[src/xcp_pkg.sv]
// xcp_pkg: constants and types for the xgmii clock plan block
// assumes a single 50 MHz register clock and an axi4-lite master

package xcp_pkg;

  // ---------------------------------------------------------------
  // register map
  // ---------------------------------------------------------------
  localparam int ADDR_W = 8;
  localparam logic [ADDR_W-1:0] ADDR_CFG = 8'h00;
  localparam logic [ADDR_W-1:0] ADDR_RST = 8'h04;
  localparam logic [ADDR_W-1:0] ADDR_STAT = 8'h08;
  localparam logic [31:0] CFG_RST_VAL = 32'h0000_0000;
  localparam logic [31:0] RST_RST_VAL = 32'h0000_0000;

  // cfg fields
  localparam int CFG_FAM_NEW = 0;
  localparam int CFG_W32 = 1;
  localparam int CFG_KR = 2;
  localparam int CFG_BYP = 3;
  localparam int CFG_REF_LSB = 4;

  // status fields
  localparam int ST_TX_LSB = 0;
  localparam int ST_RX_LSB = 2;
  localparam int ST_CORE_LSB = 4;
  localparam int ST_REF_OK = 6;
  localparam int ST_CFG_OK = 7;
  localparam int ST_MGR = 8;
  localparam int ST_BYP = 9;
  localparam int ST_LOCK = 10;
  localparam int ST_DOM_LSB = 12;

  // ---------------------------------------------------------------
  // domains and answers
  // ---------------------------------------------------------------
  localparam int N_DOM = 4;
  localparam int DOM_CORE = 0;
  localparam int DOM_TXU = 1;
  localparam int DOM_RXU = 2;
  localparam int DOM_MGMT = 3;
  localparam int SYNC_STAGES = 2;
  localparam logic [1:0] RESP_OKAY = 2'h0;
  localparam logic [1:0] RESP_SLVERR = 2'h2;

  // ---------------------------------------------------------------
  // encodings
  // ---------------------------------------------------------------
  typedef enum logic [1:0] {SRC_CORE, SRC_TXU_HALF, SRC_RX_REC} xcp_src_t;
  typedef enum logic [1:0] {
    REF_156_25, REF_161_13, REF_312_5, REF_322_26
  } xcp_ref_t;
  typedef enum logic [1:0] {CORE_NONE, CORE_156_25, CORE_312_5} xcp_core_t;

endpackage : xcp_pkg

[src/xcp_dom_if.sv]
// xcp_dom_if: per-domain reset request and reset state
// assumes both ends run on the same register clock
`timescale 1ns/1ns

interface xcp_dom_if #(
  parameter int N = 4
);
  logic [N-1:0] req;
  logic [N-1:0] rst_n;
  modport ctrl (output req, input rst_n);
  modport bank (input req, output rst_n);
endinterface : xcp_dom_if

[src/xcp_rst_bank.sv]
// xcp_rst_bank: one reset synchroniser per clock domain
// assumes requests come from logic on the same clock
`timescale 1ns/1ns

module xcp_rst_bank #(
  parameter int N = 4,
  parameter int STAGES = 2
) (
  input wire logic aclk,
  input wire logic aresetn,
  xcp_dom_if.bank dom
);

  // ---------------------------------------------------------------
  // checks
  // ---------------------------------------------------------------
  if (STAGES < 2) begin : g_bad_stages
    $error("xcp_rst_bank needs at least two stages");
  end

  typedef struct packed {
    logic [STAGES-1:0][N-1:0] sh;
  } xcp_rb_st_t;

  xcp_rb_st_t st_ff;
  xcp_rb_st_t nxt_st;

  // ---------------------------------------------------------------
  // release chain
  // ---------------------------------------------------------------
  always_comb begin
    nxt_st.sh[0] = {N{1'b1}};
    for (int s = 1; s < STAGES; s++) begin
      nxt_st.sh[s] = st_ff.sh[s-1];
    end
    for (int d = 0; d < N; d++) begin
      if (dom.req[d]) begin
        for (int s = 0; s < STAGES; s++) begin
          nxt_st.sh[s][d] = 1'b0; // [RULE12]
        end
      end
    end
  end

  always_ff @(posedge aclk) begin
    if (!aresetn) begin
      st_ff <= '0;
    end else begin
      st_ff <= nxt_st;
    end
  end

  // assert at once, release only from the last stage
  assign dom.rst_n = st_ff.sh[STAGES-1] & ~dom.req; // [RULE12]

endmodule : xcp_rst_bank

[src/xcp_top.sv]
// xcp_top: xgmii clock source plan and per-domain reset control
// assumes an axi4-lite master on aclk and a clock manager lock pin
//
// What this block does
// [RULE1] older family reference: 156.25, or 312.5 32-bit
// [RULE2] newer family reference: one of four fixed rates
// [RULE3] older family user clocks 322.26 from transceiver
// [RULE4] older 64-bit: xgmii on 156.25 core clock
// [RULE5] older 32-bit: xgmii on 312.5 core clock
// [RULE6] management clock at any reconfig port rate
// [RULE7] newer kr: 156.25 core clock, manager if needed
// [RULE8] kr builds never bypass receive elastic buffer
// [RULE9] newer r: transmit xgmii on tx user clock
// [RULE10] newer r: receive follows buffer presence choice
// [RULE11] each register reset synchronised to its domain; every chain here is clocked by aclk
// [RULE12] reset asserts at once, releases through two flops
`timescale 1ns/1ns

module xcp_top #(
  parameter int AW = xcp_pkg::ADDR_W,
  parameter int STAGES = xcp_pkg::SYNC_STAGES
) (
  input wire logic aclk,
  input wire logic aresetn,
  input wire logic [AW-1:0] s_axi_awaddr,
  input wire logic s_axi_awvalid,
  output logic s_axi_awready,
  input wire logic [31:0] s_axi_wdata,
  input wire logic [3:0] s_axi_wstrb,
  input wire logic s_axi_wvalid,
  output logic s_axi_wready,
  output logic [1:0] s_axi_bresp,
  output logic s_axi_bvalid,
  input wire logic s_axi_bready,
  input wire logic [AW-1:0] s_axi_araddr,
  input wire logic s_axi_arvalid,
  output logic s_axi_arready,
  output logic [31:0] s_axi_rdata,
  output logic [1:0] s_axi_rresp,
  output logic s_axi_rvalid,
  input wire logic s_axi_rready,
  input wire logic mixed_mode_clock_manager_locked,
  output logic [1:0] tx_clk_src,
  output logic [1:0] rx_clk_src,
  output logic [1:0] core_clk_rate,
  output logic mixed_mode_clock_manager_enable,
  output logic rx_elastic_bypass,
  output logic [xcp_pkg::N_DOM-1:0] dom_rst_n
);

  // ---------------------------------------------------------------
  // checks
  // ---------------------------------------------------------------
  if (AW < 4) begin : g_bad_aw
    $error("xcp_top needs at least four address bits");
  end

  // ---------------------------------------------------------------
  // state
  // ---------------------------------------------------------------
  typedef struct packed {
    logic aw_have;
    logic [AW-1:0] aw_addr;
    logic w_have;
    logic [31:0] w_data;
    logic [3:0] w_strb;
    logic bvalid;
    logic [1:0] bresp;
    logic rvalid;
    logic [31:0] rdata;
    logic [1:0] rresp;
    logic fam_new;
    logic w32;
    logic kr;
    logic byp;
    xcp_pkg::xcp_ref_t ref_sel;
    logic [xcp_pkg::N_DOM-1:0] rst_sw;
    logic cfg_chg;
    logic [2:0] lock_sh;
    logic lock_ok;
    xcp_pkg::xcp_src_t tx_src;
    xcp_pkg::xcp_src_t rx_src;
    xcp_pkg::xcp_core_t core_clk;
    logic ref_ok;
    logic cfg_ok;
    logic mgr_need;
    logic byp_eff;
  } xcp_top_st_t;

  xcp_top_st_t st_ff;
  xcp_top_st_t nxt_st;

  xcp_dom_if #(.N(xcp_pkg::N_DOM)) dom ();

  logic [xcp_pkg::N_DOM-1:0] nxt_req;
  logic [31:0] cfg_word;
  logic [31:0] wr_word;
  logic wr_go;

  // ---------------------------------------------------------------
  // helpers
  // ---------------------------------------------------------------
  function automatic logic hit(
    input logic [AW-1:0] a,
    input logic [AW-1:0] off
  );
    hit = (a == off);
  endfunction : hit

  function automatic logic [31:0] merge(
    input logic [31:0] old,
    input logic [31:0] data,
    input logic [3:0] strb
  );
    merge = old;
    for (int b = 0; b < 4; b++) begin
      if (strb[b]) begin
        merge[b*8 +: 8] = data[b*8 +: 8];
      end
    end
  endfunction : merge

  // ---------------------------------------------------------------
  // register images
  // ---------------------------------------------------------------
  always_comb begin
    cfg_word = xcp_pkg::CFG_RST_VAL;
    cfg_word[xcp_pkg::CFG_FAM_NEW] = st_ff.fam_new;
    cfg_word[xcp_pkg::CFG_W32] = st_ff.w32;
    cfg_word[xcp_pkg::CFG_KR] = st_ff.kr;
    cfg_word[xcp_pkg::CFG_BYP] = st_ff.byp;
    cfg_word[xcp_pkg::CFG_REF_LSB +: 2] = st_ff.ref_sel;
  end

  function automatic logic [31:0] rd_mux(
    input xcp_top_st_t s,
    input logic [31:0] cfg,
    input logic [xcp_pkg::N_DOM-1:0] rst_n,
    input logic [AW-1:0] a
  );
    rd_mux = '0;
    if (hit(a, AW'(xcp_pkg::ADDR_CFG))) begin
      rd_mux = cfg;
    end else if (hit(a, AW'(xcp_pkg::ADDR_RST))) begin
      rd_mux[xcp_pkg::N_DOM-1:0] = s.rst_sw;
    end else if (hit(a, AW'(xcp_pkg::ADDR_STAT))) begin
      rd_mux[xcp_pkg::ST_TX_LSB +: 2] = s.tx_src;
      rd_mux[xcp_pkg::ST_RX_LSB +: 2] = s.rx_src;
      rd_mux[xcp_pkg::ST_CORE_LSB +: 2] = s.core_clk;
      rd_mux[xcp_pkg::ST_REF_OK] = s.ref_ok;
      rd_mux[xcp_pkg::ST_CFG_OK] = s.cfg_ok;
      rd_mux[xcp_pkg::ST_MGR] = s.mgr_need;
      rd_mux[xcp_pkg::ST_BYP] = s.byp_eff;
      rd_mux[xcp_pkg::ST_LOCK] = s.lock_ok;
      rd_mux[xcp_pkg::ST_DOM_LSB +: xcp_pkg::N_DOM] = ~rst_n;
    end
  endfunction : rd_mux

  function automatic logic mapped(input logic [AW-1:0] a);
    mapped = hit(a, AW'(xcp_pkg::ADDR_CFG))
      || hit(a, AW'(xcp_pkg::ADDR_RST))
      || hit(a, AW'(xcp_pkg::ADDR_STAT));
  endfunction : mapped

  // ---------------------------------------------------------------
  // bus handshakes
  // ---------------------------------------------------------------
  // one write and one read outstanding keeps the slave small
  assign s_axi_awready = !st_ff.aw_have && !st_ff.bvalid;
  assign s_axi_wready = !st_ff.w_have && !st_ff.bvalid;
  assign s_axi_arready = !st_ff.rvalid;

  // ---------------------------------------------------------------
  // next state
  // ---------------------------------------------------------------
  always_comb begin
    nxt_st = st_ff;
    nxt_st.cfg_chg = 1'b0;
    wr_word = '0;

    // write channel
    if (st_ff.bvalid && s_axi_bready) begin
      nxt_st.bvalid = 1'b0;
    end
    if (s_axi_awvalid && s_axi_awready) begin
      nxt_st.aw_have = 1'b1;
      nxt_st.aw_addr = s_axi_awaddr;
    end
    if (s_axi_wvalid && s_axi_wready) begin
      nxt_st.w_have = 1'b1;
      nxt_st.w_data = s_axi_wdata;
      nxt_st.w_strb = s_axi_wstrb;
    end
    wr_go = nxt_st.aw_have && nxt_st.w_have;
    if (wr_go) begin
      nxt_st.aw_have = 1'b0;
      nxt_st.w_have = 1'b0;
      nxt_st.bvalid = 1'b1;
      nxt_st.bresp = mapped(nxt_st.aw_addr)
        ? xcp_pkg::RESP_OKAY : xcp_pkg::RESP_SLVERR;
      if (hit(nxt_st.aw_addr, AW'(xcp_pkg::ADDR_CFG))) begin
        wr_word = merge(cfg_word, nxt_st.w_data, nxt_st.w_strb);
        nxt_st.fam_new = wr_word[xcp_pkg::CFG_FAM_NEW];
        nxt_st.w32 = wr_word[xcp_pkg::CFG_W32];
        nxt_st.kr = wr_word[xcp_pkg::CFG_KR];
        nxt_st.byp = wr_word[xcp_pkg::CFG_BYP];
        nxt_st.ref_sel =
          xcp_pkg::xcp_ref_t'(wr_word[xcp_pkg::CFG_REF_LSB +: 2]);
        nxt_st.cfg_chg = 1'b1;
      end else if (hit(nxt_st.aw_addr, AW'(xcp_pkg::ADDR_RST))) begin
        wr_word = merge({28'h0000000, st_ff.rst_sw},
          nxt_st.w_data, nxt_st.w_strb);
        nxt_st.rst_sw = wr_word[xcp_pkg::N_DOM-1:0];
      end
    end

    // read channel
    if (st_ff.rvalid && s_axi_rready) begin
      nxt_st.rvalid = 1'b0;
    end
    if (s_axi_arvalid && s_axi_arready) begin
      nxt_st.rvalid = 1'b1;
      nxt_st.rdata = rd_mux(st_ff, cfg_word, dom.rst_n, s_axi_araddr);
      nxt_st.rresp = mapped(s_axi_araddr)
        ? xcp_pkg::RESP_OKAY : xcp_pkg::RESP_SLVERR;
    end

    // lock pin: a change counts once stages two and three agree
    nxt_st.lock_sh = {st_ff.lock_sh[1:0],
      mixed_mode_clock_manager_locked};
    if (st_ff.lock_sh[1] == st_ff.lock_sh[2]) begin
      nxt_st.lock_ok = st_ff.lock_sh[2];
    end

    // reference legality, derived from the written choice
    if (st_ff.fam_new) begin
      nxt_st.ref_ok = 1'b1;
    end else if (st_ff.w32) begin
      nxt_st.ref_ok = (st_ff.ref_sel == xcp_pkg::REF_312_5);
    end else begin
      nxt_st.ref_ok = (st_ff.ref_sel == xcp_pkg::REF_156_25);
    end
    // kr has only the 64-bit datapath
    nxt_st.cfg_ok = nxt_st.ref_ok && !(st_ff.kr && st_ff.w32);

    // buffer can never be dropped in kr builds
    nxt_st.byp_eff = st_ff.fam_new && !st_ff.kr && st_ff.byp; // [RULE8]

    // clock manager only when the reference cannot feed 156.25
    nxt_st.mgr_need = st_ff.fam_new && st_ff.kr
      && (st_ff.ref_sel != xcp_pkg::REF_156_25)
      && (st_ff.ref_sel != xcp_pkg::REF_312_5);

    // xgmii clock sources per family, width and variant
    if (!st_ff.fam_new) begin
      nxt_st.tx_src = xcp_pkg::SRC_CORE; // [RULE4] [RULE5]
      nxt_st.rx_src = xcp_pkg::SRC_CORE; // [RULE4] [RULE5]
      nxt_st.core_clk = st_ff.w32
        ? xcp_pkg::CORE_312_5 // [RULE5]
        : xcp_pkg::CORE_156_25; // [RULE4]
    end else if (st_ff.kr) begin
      nxt_st.tx_src = xcp_pkg::SRC_CORE;
      nxt_st.rx_src = xcp_pkg::SRC_CORE;
      nxt_st.core_clk = xcp_pkg::CORE_156_25;
    end else begin
      nxt_st.tx_src = xcp_pkg::SRC_TXU_HALF; // [RULE9]
      nxt_st.rx_src = nxt_st.byp_eff
        ? xcp_pkg::SRC_RX_REC // [RULE10]
        : xcp_pkg::SRC_TXU_HALF; // [RULE10]
      // no core clock in the xgmii path here
      nxt_st.core_clk = xcp_pkg::CORE_NONE;
    end
  end

  // ---------------------------------------------------------------
  // domain reset requests
  // ---------------------------------------------------------------
  // a re-muxed clock must not meet live registers, so any cfg
  // write or illegal choice holds every domain in reset
  always_comb begin
    for (int d = 0; d < xcp_pkg::N_DOM; d++) begin
      nxt_req[d] = st_ff.rst_sw[d] || st_ff.cfg_chg
        || !st_ff.cfg_ok; // [RULE11]
    end
    if (st_ff.mgr_need && !st_ff.lock_ok) begin
      nxt_req[xcp_pkg::DOM_CORE] = 1'b1; // [RULE11]
    end
  end

  assign dom.req = nxt_req;

  xcp_rst_bank #(
    .N(xcp_pkg::N_DOM),
    .STAGES(STAGES)
  ) u_rst_bank (
    .aclk(aclk),
    .aresetn(aresetn),
    .dom(dom.bank)
  ); // [RULE11]

  // ---------------------------------------------------------------
  // state register
  // ---------------------------------------------------------------
  always_ff @(posedge aclk) begin
    if (!aresetn) begin
      st_ff <= '0;
    end else begin
      st_ff <= nxt_st;
    end
  end

  // ---------------------------------------------------------------
  // outputs
  // ---------------------------------------------------------------
  assign s_axi_bvalid = st_ff.bvalid;
  assign s_axi_bresp = st_ff.bresp;
  assign s_axi_rvalid = st_ff.rvalid;
  assign s_axi_rdata = st_ff.rdata;
  assign s_axi_rresp = st_ff.rresp;
  assign tx_clk_src = st_ff.tx_src;
  assign rx_clk_src = st_ff.rx_src;
  assign core_clk_rate = st_ff.core_clk;
  assign mixed_mode_clock_manager_enable = st_ff.mgr_need;
  assign rx_elastic_bypass = st_ff.byp_eff;
  assign dom_rst_n = dom.rst_n;

endmodule : xcp_top

[config.mk]
export PLATFORM = sky130hd
export DESIGN_NAME = xcp_top
export DESIGN_NICKNAME = d
export VERILOG_FILES = /design/src/xcp_pkg.sv /design/src/xcp_dom_if.sv /design/src/xcp_rst_bank.sv /design/src/xcp_top.sv
export SDC_FILE = /design/constraint.sdc
export NUM_CORES = 1
export LEC_CHECK = 0
export BUFFER_PORTS_ARGS = -buffer_cell sky130_fd_sc_hd__buf_2
export CORE_MARGIN = 1
export CORE_UTILIZATION = 51
export CTS_BUF_LIST = sky130_fd_sc_hd__clkbuf_8
export DETAILED_ROUTE_END_ITERATION = 12
export PLACE_DENSITY = 0.89
export SLEW_MARGIN = 20
export SYNTH_ARGS = -nofsm -noshare
export SYNTH_HDL_FRONTEND = slang
export SYNTH_HIERARCHICAL = 1
export SYNTH_SLANG_ARGS = --single-unit
[constraint.sdc]
create_clock -name aclk -period 2.4 [get_ports aclk]
set_input_delay 0.72 -clock aclk [delete_from_list [all_inputs] [get_ports aclk]]
set_output_delay 0.72 -clock aclk [all_outputs]
set_load 0.05 [all_outputs]
==> results of run 1 <==
[through the flow]
step,cell area [sq um],util
2_1_floorplan,3100,-
3_3_place_gp,3220,0.574
3_5_place_dp,3220,0.574
4_1_cts,3400,0.606
5_1_grt,3400,0.606
6_report,3400,0.606
[final cells by class]
type	count	area (sq um)
clock buffers	10	138
clock inverters	6	41.3
fillers	467	2210
inverters	13	48.8
multi-input cells	215	1320
flip-flops and latches	68	1360
well taps	72	90.1
repair buffers	74	398
[final timing paths]
kind                             startpoint                     end  slack, ps  depth (start not counted)
setup / recovery        st_ff[2]$_SDFF_PN0_            dom_rst_n[1]        160                          4
hold / removal        st_ff[105]$_SDFF_PN0_   st_ff[105]$_SDFF_PN0_        460                          2
setup reg to reg  s_axi_bvalid$_SDFFE_PN0P_  st_ff[18]$_SDFFE_PN0P_        500                          4
hold reg to reg       st_ff[105]$_SDFF_PN0_   st_ff[105]$_SDFF_PN0_        460                          2
[state kept, by name, summed over array words and instances (netlist names)]
name / cells
cfg_word: 6
nxt_st: 2
rx_clk_src: 2
s_axi_rresp: 1
core_clk_rate: 2
s_axi_rvalid: 1
u_rst_bank/st_ff: 8
s_axi_bvalid: 1
s_axi_rdata: 15
mixed_mode_clock_manager_enable: 1
rx_elastic_bypass: 1
s_axi_bresp: 1
st_ff: 26
tx_clk_src: 1
[routing by layer]
metal / vias up / wire, um / GRT usage
met4: 0 / 125 / 0.136
met5: - / 0 / 0
li1: 1157 / - / -
met1: 1023 / 2620 / 0.245
met2: 81 / 2780 / 0.308
met3: 11 / 306 / 0.0471
[power groups by stage]
stage	sequential [W]	clock, W	combinational (W)
after floorplan	0.00123	0	0.000345
after global placement	0.00123	0	0.000399
after detailed placement	0.00123	0	0.000406
after CTS	0.00120	0.000840	0.000409
after global routing	0.00121	0.000892	0.000439
final	0.00120	0.000823	0.000410
[cells by family (layout without fill, tap and decap cells)]
logic type | count (synthesis) | in the layout
simple gates | 122 | 122
compound gates | 54 | 54
buf+inv | 69 | 103
xor+xnor | 1 | 1
other cells | 1 | 20
mux | 18 | 18
flops | 68 | 68
[worst max-delay path, cell delays in order, from the launching register on]
cell and delay [ps]:
dfxtp_1 320, nor2b_1 250, nand2b_1 150, nor2b_1 170, buf_2 290
[cells in the mapped netlist (2+ instances only)]
library cell / count / area (sq um)
a211oi_1: 5 / 37.5
clkbuf_1: 12 / 45.0
nor3_1: 3 / 15.0
buf_4: 43 / 323
o21ai_0: 4 / 20.0
and3b_1: 4 / 35.0
a22oi_1: 9 / 67.6
mux2i_1: 12 / 120
nand3_1: 8 / 40.0
and2b_1: 3 / 22.5
nand3b_1: 6 / 45.0
mux2_1: 4 / 45.0
mux2_4: 2 / 30.0
o21ai_1: 4 / 20.0
a21oi_1: 23 / 115
a31oi_1: 3 / 18.8
inv_1: 12 / 45.0
and2_1: 7 / 43.8
nor2b_1: 9 / 56.3
nand2_1: 37 / 139
nor3b_1: 2 / 15.0
dfxtp_1: 68 / 1360
nand2b_1: 7 / 43.8
nor2_1: 25 / 93.8
==> results_dict.tcl, run 1 <==
set metrics [dict create \
    outcome "finished clean" \
    max_freq_mhz 447 \
    setup_slack_ps 165 \
    grtUsageTotal 0.199 \
    clk_pin_slew_ps 70 \
    cts_root_buf "clkbuf_8" \
    critPathCaptureType "output pin" \
    rsz0062_at_grt "no" \
    power.internal_w 0.00170 \
    cts_setup_buffers 0 \
    synth_area_sq_um 3030 \
    postCtsHoldBufs 0 \
    rows 27 \
    numCtsBuffers 9 \
    layoutNonFillerInstCount 458 \
    hold_viol_final 0 \
    place_congestion 0.818 \
    dieArea_sq_um 6250 \
    period_needed_ps 2240 \
    drive_above_1_share 0.264 \
    power_density_nw_per_um2 718 \
    totalWireLength_mm 5.83 \
    vias 2272 \
    tns_ps 0 \
    h-tree-depth 3 \
    core_area_sq_um 5610 \
    grt_pass1_vias 2086 \
    hpwl_mm 4.24 \
    tritoncts "yes" \
    syn_to_final_growth_pct 12.1 \
    synth-edff-count 0 \
    switchingPower_w 0.000735 \
    numClockSinks 68 \
    cap_violations 0 \
    yosys.area_share.simple 0.226 \
    io_pins 113 \
    die_height_um 79.1 \
    crit_type "flop to output pin" \
    hold_path_class "flop to flop" \
    synth_top_family_by_area "simple AND/OR/NAND/NOR gates" \
    port_buffers 63 \
    ys_seq_area_frac 0.449 \
    cp_max_fo 4 \
    final_max_slew_viol_count 0 \
    synthAdderAreaFrac 0 \
    clkLatencyLatePin_ps 340 \
    cts-resized-gates 0 \
    startpoint_type "flop" \
    clkPwrFrac 0.337 \
    grt_max_degree 28 \
    power_frac_seq 0.494 \
    final_net_count 441 \
    fp.dieW_um 79.1 \
    power_leakage_nw 1.49 \
    diodes 0 \
    antenna_found_initial 0 \
    ys_seq_elements 68 \
    synthCells 333 \
    p_sw_frac 0.301 \
    fin_crit_sh 0.931 \
    mostFrequentLayoutCell "dfxtp_1" \
    via_per_inst 4.96 \
    layout_common_cells "68 x dfxtp_1, 63 x buf_2, 37 x nand2_1, 25 x nor2_1, 23 x a21oi_1" \
    crit_required_ps 1680 \
    irDropWorstVdd_mv 0.288 \
    synth_compound_area_frac 0.117 \
    total_power_w 0.00244 \
    fin_skew_ps 11.1 \
    remaining_drc_errors 0 \
    dp.cells 442 \
    cts_buffer_depth 2 \
    synth-main-ff-cell "dfxtp_1" \
    critPathArrivalTime_ps 1520 \
    avgSynthCellArea_sq_um 9.10 \
    first_pass_iters 4 \
    ant_nets 0 \
    place_ws_ps 72.9 \
    combPwrFrac 0.168 \
    timing.hold.ws_ps 459 \
    wl_per_cell_um 12.7 \
    netlist-cell-type-count 45 \
    overflow 0 \
    start_util 0.540 \
    synthArstFlopShare 0 \
    drtIter0Drc 79 \
    yosys_warnings 6 \
    finalSetupViolCount 0 \
    synth.area.mux_share 0.0644 \
    synth_xor_xnor_area_share 0.00289 \
    grt_pass1_wl_mm 9.40 \
]
Note: power is estimated with default switching activity, not from simulation.
==> run 2, diff against run 1 <==
REMOVE_ABC_BUFFERS = 1   (was default)
==> run 2 against run 1 <==
  * Critical path depth did not move
  * First-iteration DRC count rose by 65%
  * Non-clock buffer count fell by 1
  * Critical path type unchanged
  * Critical endpoint is now dom_rst_n[2]
  * Highest routed layer unchanged
==> results_dict.tcl, run 2 (synthesis gave the netlist of run 1 again) <==
set metrics [dict create \
    worstPathCellList "nor2b_2 > nand2b_1 > nor2b_1 > buf_2" \
    outcome "finished clean" \
    path_delay_family "simple AND/OR/NAND/NOR gates" \
    via_per_inst 5.11 \
    max_freq_mhz 453 \
    cts_root_buf "clkbuf_8" \
    first_pass_iters 5 \
    period_needed_ps 2210 \
    fin_crit_sh 0.920 \
    cts_setup_buffers 0 \
    startpoint_type "flop" \
    grt_max_degree 19 \
    die_height_um 79.1 \
    antenna_found_initial 0 \
    cp_num_buf_inv 1 \
    crit_start "st_ff[2]$_SDFF_PN0_" \
    grt_pass1_vias 2156 \
    hp-start "nxt_st[12]$_SDFF_PN0_" \
    cts_buffer_depth 2 \
    hold_viol_final 0 \
    rows 27 \
    drtIter0Drc 130 \
    postCtsHoldBufs 0 \
    rsz0062_at_grt "no" \
    r2r-start "s_axi_bvalid$_SDFFE_PN0P_" \
    largest_register_ffs 26 \
    syn_to_final_growth_pct 11.8 \
    layout_common_cells "68 x dfxtp_1, 63 x buf_2, 37 x nand2_1, 25 x nor2_1, 23 x a21oi_1" \
    setup_slack_ps 192 \
    vias 2330 \
    cap_violations 0 \
    max_stage_delay_ps 340 \
    overflow 0 \
    crit_type "flop to output pin" \
    port_buffers 63 \
    wl_per_cell_um 12.8 \
    fin_skew_ps 5.49 \
    regMostFlops "st_ff" \
    grt_pass1_wl_mm 9.60 \
    h-tree-depth 3 \
    hold_path_class "flop to flop" \
    final_net_count 440 \
    core_area_sq_um 5610 \
    critPathArrivalTime_ps 1490 \
    place_congestion 0.825 \
    numCtsBuffers 9 \
    critPathCaptureType "output pin" \
    start_util 0.540 \
    tightest_slew_ps 504 \
    remaining_drc_errors 0 \
    power_density_nw_per_um2 723 \
    final_util 0.604 \
    finalSetupViolCount 0 \
    mostFrequentLayoutCell "dfxtp_1" \
    grtUsageTotal 0.202 \
    irDropWorstVdd_mv 0.406 \
    ant_nets 0 \
    clk_pin_slew_ps 70 \
    numClockSinks 68 \
    dieArea_sq_um 6250 \
    hpwl_mm 4.27 \
    cp_max_fo 4 \
    tritoncts "yes" \
    power_leakage_nw 1.48 \
    totalWireLength_mm 5.86 \
    drive_above_1_share 0.266 \
    crit_path_top_delay_cell "dfxtp_1" \
    fp.dieW_um 79.1 \
    crit_required_ps 1680 \
    place_ws_ps -2.07 \
    clkLatencyLatePin_ps 340 \
    final_max_slew_viol_count 0 \
    relSlewSlack 0.664 \
    diodes 0 \
    io_pins 113 \
]
## run 2: cell types whose count changed in the layout (fill, tap and decap cells not counted)
cell | previous run | this run
nor2b_2 | 0 | 1
clkbuf_8 | 10 | 11
clkinv_2 | 1 | 2
nor2b_1 | 9 | 8
buf_4 | 11 | 10
inv_1 | 13 | 12
clkinv_4 | 2 | 0
## run 2: through the flow
stage	TNS (ps)	hold slack (ps)	instances	power, W	cell area (sq um)
after floorplan	-1760	412	296	0.00152	2730
after global placement	0	417	441	0.00163	3210
after detailed placement	-2.07	425	441	0.00164	3210
after CTS	0	443	456	0.00247	3390
after global routing	0	451	456	0.00256	3390
final	0	439	456	0.00245	3390
## run 2: path summary, 6_finish.rpt
check	cells past startpoint	endpoint	slack, ps
worst max register to register	4	st_ff[16]$_SDFFE_PN0P_	490
worst min-delay path	1	nxt_st[13]$_SDFF_PN0_	440
worst max-delay path	4	dom_rst_n[2]	190
worst min register to register	1	nxt_st[13]$_SDFF_PN0_	440
## run 2: area by class of cell
class                   instances  area, sq um
well taps                      72         90.1
repair buffers                 73          390
flip-flops and latches         68         1360
clock buffers                  11          151
fillers                       501         2220
clock inverters                 4         25.0
multi-input cells             215         1320
inverters                      13         48.8
## run 2: repair_timing
item,CTS,global route
resized for setup,0,1
setup endpoints to repair,0,3
endpoints found under the hold margin,0,0
## run 2: per-layer routing
metal | vias up | part of all wire | global-route usage | routed length, um
met5 | - | 0 | 0 | 0
met4 | 0 | 0.020 | 0.120 | 120
met3 | 10 | 0.061 | 0.0402 | 358
met2 | 98 | 0.47 | 0.343 | 2750
met1 | 1075 | 0.45 | 0.235 | 2630
li1 | 1147 | - | - | -
## run 2: worst reg2reg max path: cells and delay by family, from the launching register on
kind             cells  cell delay (ps)
AO/OA/AOI/OAI        1              540
flip-flops           1              380
multiplexers         2              400
AND/OR/NAND/NOR      1              520
## run 2: power by group
| part | switching (W) | internal, W |
|---|---|---|
| clock | 0.000414 | 0.000421 |
| combinational | 0.000283 | 0.000125 |
| sequential | 0.0000287 | 0.00118 |
| total | 0.000726 | 0.00172 |
==> run 3, diff against run 2 <==
CELL_PAD_IN_SITES_DETAIL_PLACEMENT = 0   (was default)
CELL_PAD_IN_SITES_GLOBAL_PLACEMENT = 2   (was default)
CORE_UTILIZATION = 29   (was 51)
PLACE_DENSITY = 0.88   (was 0.89)
==> run 3 against run 2 <==
  * Cell count rose by 14%
  * Design area increased by 2.9%
  * Routed wire length grew 5.7%
  * Clock skew is 4.3 ps higher
  * Utilization is 25 points lower
  * Via count is 2.7% lower
  * Combinational power is essentially flat
  * Clock-buffer cell count shrank 2
  * Largest power group unchanged
  * Highest routed layer unchanged
==> results_dict.tcl, run 3 (synthesis gave the netlist of run 1 again) <==
set metrics [dict create \
    outcome "finished clean" \
    core_area_sq_um 9950 \
    grt_pass1_wl_mm 10.3 \
    clk_pin_slew_ps 80 \
    drive_above_1_share 0.271 \
    place_congestion 0.755 \
    fillers 1064 \
    crit_top_cell "nor2b_1" \
    r2r_cells 5 \
    remaining_drc_errors 0 \
    antenna_found_initial 0 \
    dieArea_sq_um 10900 \
    crit_type "flop to output pin" \
    fin_skew_ps 9.84 \
    startpoint_type "flop" \
    largest_register_ffs 26 \
    cts_setup_buffers 0 \
    overflow 0 \
    r2r_slack_ps 530 \
    numClockSinks 68 \
    h-tree-depth 3 \
    rows 36 \
    layoutNonFillerInstCount 521 \
    seqCellArea_sq_um 1360 \
    drtIter0Drc 95 \
    cts_buffer_depth 2 \
    critPathCaptureType "output pin" \
    finalSetupViolCount 0 \
    hold_path_class "flop to flop" \
    place_ws_ps 67.6 \
    port_buffers 63 \
    power_density_nw_per_um2 700 \
    grtUsageTotal 0.119 \
    final_util 0.350 \
    r2r-start "s_axi_bvalid$_SDFFE_PN0P_" \
    start_util 0.304 \
    first_pass_iters 5 \
    clkLatencyLatePin_ps 340 \
    cap_violations 0 \
    tns_ps 0 \
    period_needed_ps 2250 \
    wl_per_cell_um 11.9 \
    totalWireLength_mm 6.19 \
    max_stage_delay_ps 340 \
    irDropWorstVdd_mv 0.304 \
    crit_required_ps 1680 \
    mostFrequentLayoutCell "dfxtp_1" \
    diodes 0 \
    final_max_slew_viol_count 0 \
    hp-start "nxt_st[12]$_SDFF_PN0_" \
    power_leakage_nw 1.50 \
    worstPathCellList "nor2b_1 > nand2b_1 > nor2b_1 > buf_4" \
    crit_path_top_delay_cell "dfxtp_1" \
    hpwl_mm 4.67 \
    fp.dieW_um 104 \
    rsz0062_at_grt "no" \
    numCtsBuffers 9 \
    cp_num_buf_inv 1 \
    io_pins 113 \
    setup_slack_ps 152 \
    grt_max_degree 19 \
    vias 2266 \
    cts_root_buf "clkbuf_8" \
    tritoncts "yes" \
    regMostFlops "st_ff" \
    grt_pass1_vias 2138 \
    die_height_um 104 \
    layout_common_cells "68 x dfxtp_1, 61 x buf_2, 37 x nand2_1, 25 x nor2_1, 23 x a21oi_1" \
    rr_endpoint "st_ff[15]$_SDFFE_PN0P_" \
    hold-path-cell-count 1 \
    path_delay_family "simple AND/OR/NAND/NOR gates" \
    cp_max_fo 4 \
    max_freq_mhz 445 \
    multiInputGateArea_sq_um 1320 \
    fin_crit_sh 0.937 \
    critPathArrivalTime_ps 1530 \
    final_net_count 443 \
    whs_endpoint "nxt_st[13]$_SDFF_PN0_" \
    syn_to_final_growth_pct 15.1 \
    ant_nets 0 \
    via_per_inst 4.35 \
    hold_viol_final 0 \
    dp.cells 505 \
]
run 3: changes by cell type in the layout (fill, tap and decap cells not counted), moves of 2 or more:
cell / previous run / this run
clkinvlp_4: 2 / 0
buf_4: 10 / 14
buf_2: 63 / 61
inv_6: 0 / 2
clkbuf_8: 11 / 9
clkinv_4: 0 / 2
run 3: how the worst max path moves through the flow:
stage	slack (ps)	depth (start not counted)	end	start
final	150	4	dom_rst_n[3]	st_ff[2]$_SDFF_PN0_
after global routing	6	4	dom_rst_n[3]	st_ff[2]$_SDFF_PN0_
after CTS	70	4	dom_rst_n[3]	st_ff[2]$_SDFF_PN0_
after detailed placement	70	7	cfg_word[0]$_SDFFE_PN0P_	s_axi_awaddr[4]
after global placement	120	7	cfg_word[1]$_SDFFE_PN0P_	s_axi_awaddr[4]
after floorplan	-290	4	cfg_word[4]$_SDFFE_PN0P_	s_axi_awvalid
run 3: layout make-up:
class                           instances  area share
Clock buffer                            9      0.0355
Timing Repair Buffer                   76       0.120
Tap cell                              133      0.0477
Clock inverter                          7      0.0144
Inverter                               13      0.0140
Multi-Input combinational cell        215       0.378
Sequential cell                        68       0.390
run 3: metal layers:
metal | track usage | share of wire | up-vias
li1 | - | - | 1154
met1 | 0.149 | 0.48 | 1048
met2 | 0.196 | 0.46 | 60
met3 | 0.0345 | 0.047 | 4
met4 | 0.0398 | 0.0055 | 0
met5 | 0 | 0 | -
run 3: repair_timing:
action | CTS | global route
hold buffers | 0 | 0
resized for setup | 0 | 3
endpoints found under the setup margin | 0 | 2
run 3: through the flow:
step	area (sq um)	total power, W	hold slack, ps
floorplan	2730	0.00152	412
global placement	3310	0.00164	420
detailed placement	3310	0.00164	426
CTS	3480	0.00248	444
global route	3490	0.00257	466
finish	3490	0.00244	440
run 3: where the power goes:
part           leakage (nW)  internal, W  switching, W
clock                0.0937     0.000380      0.000448
sequential            0.555      0.00118     0.0000283
combinational         0.855     0.000126      0.000282
total                  1.50      0.00168      0.000758
run 3: worst register-to-register path, stage by stage, from the launching register on:
cell,delay [ps]
dfxtp_1,390
or3b_2,520
mux2i_1,170
a2111oi_4,340
buf_4,210
mux2i_1,180
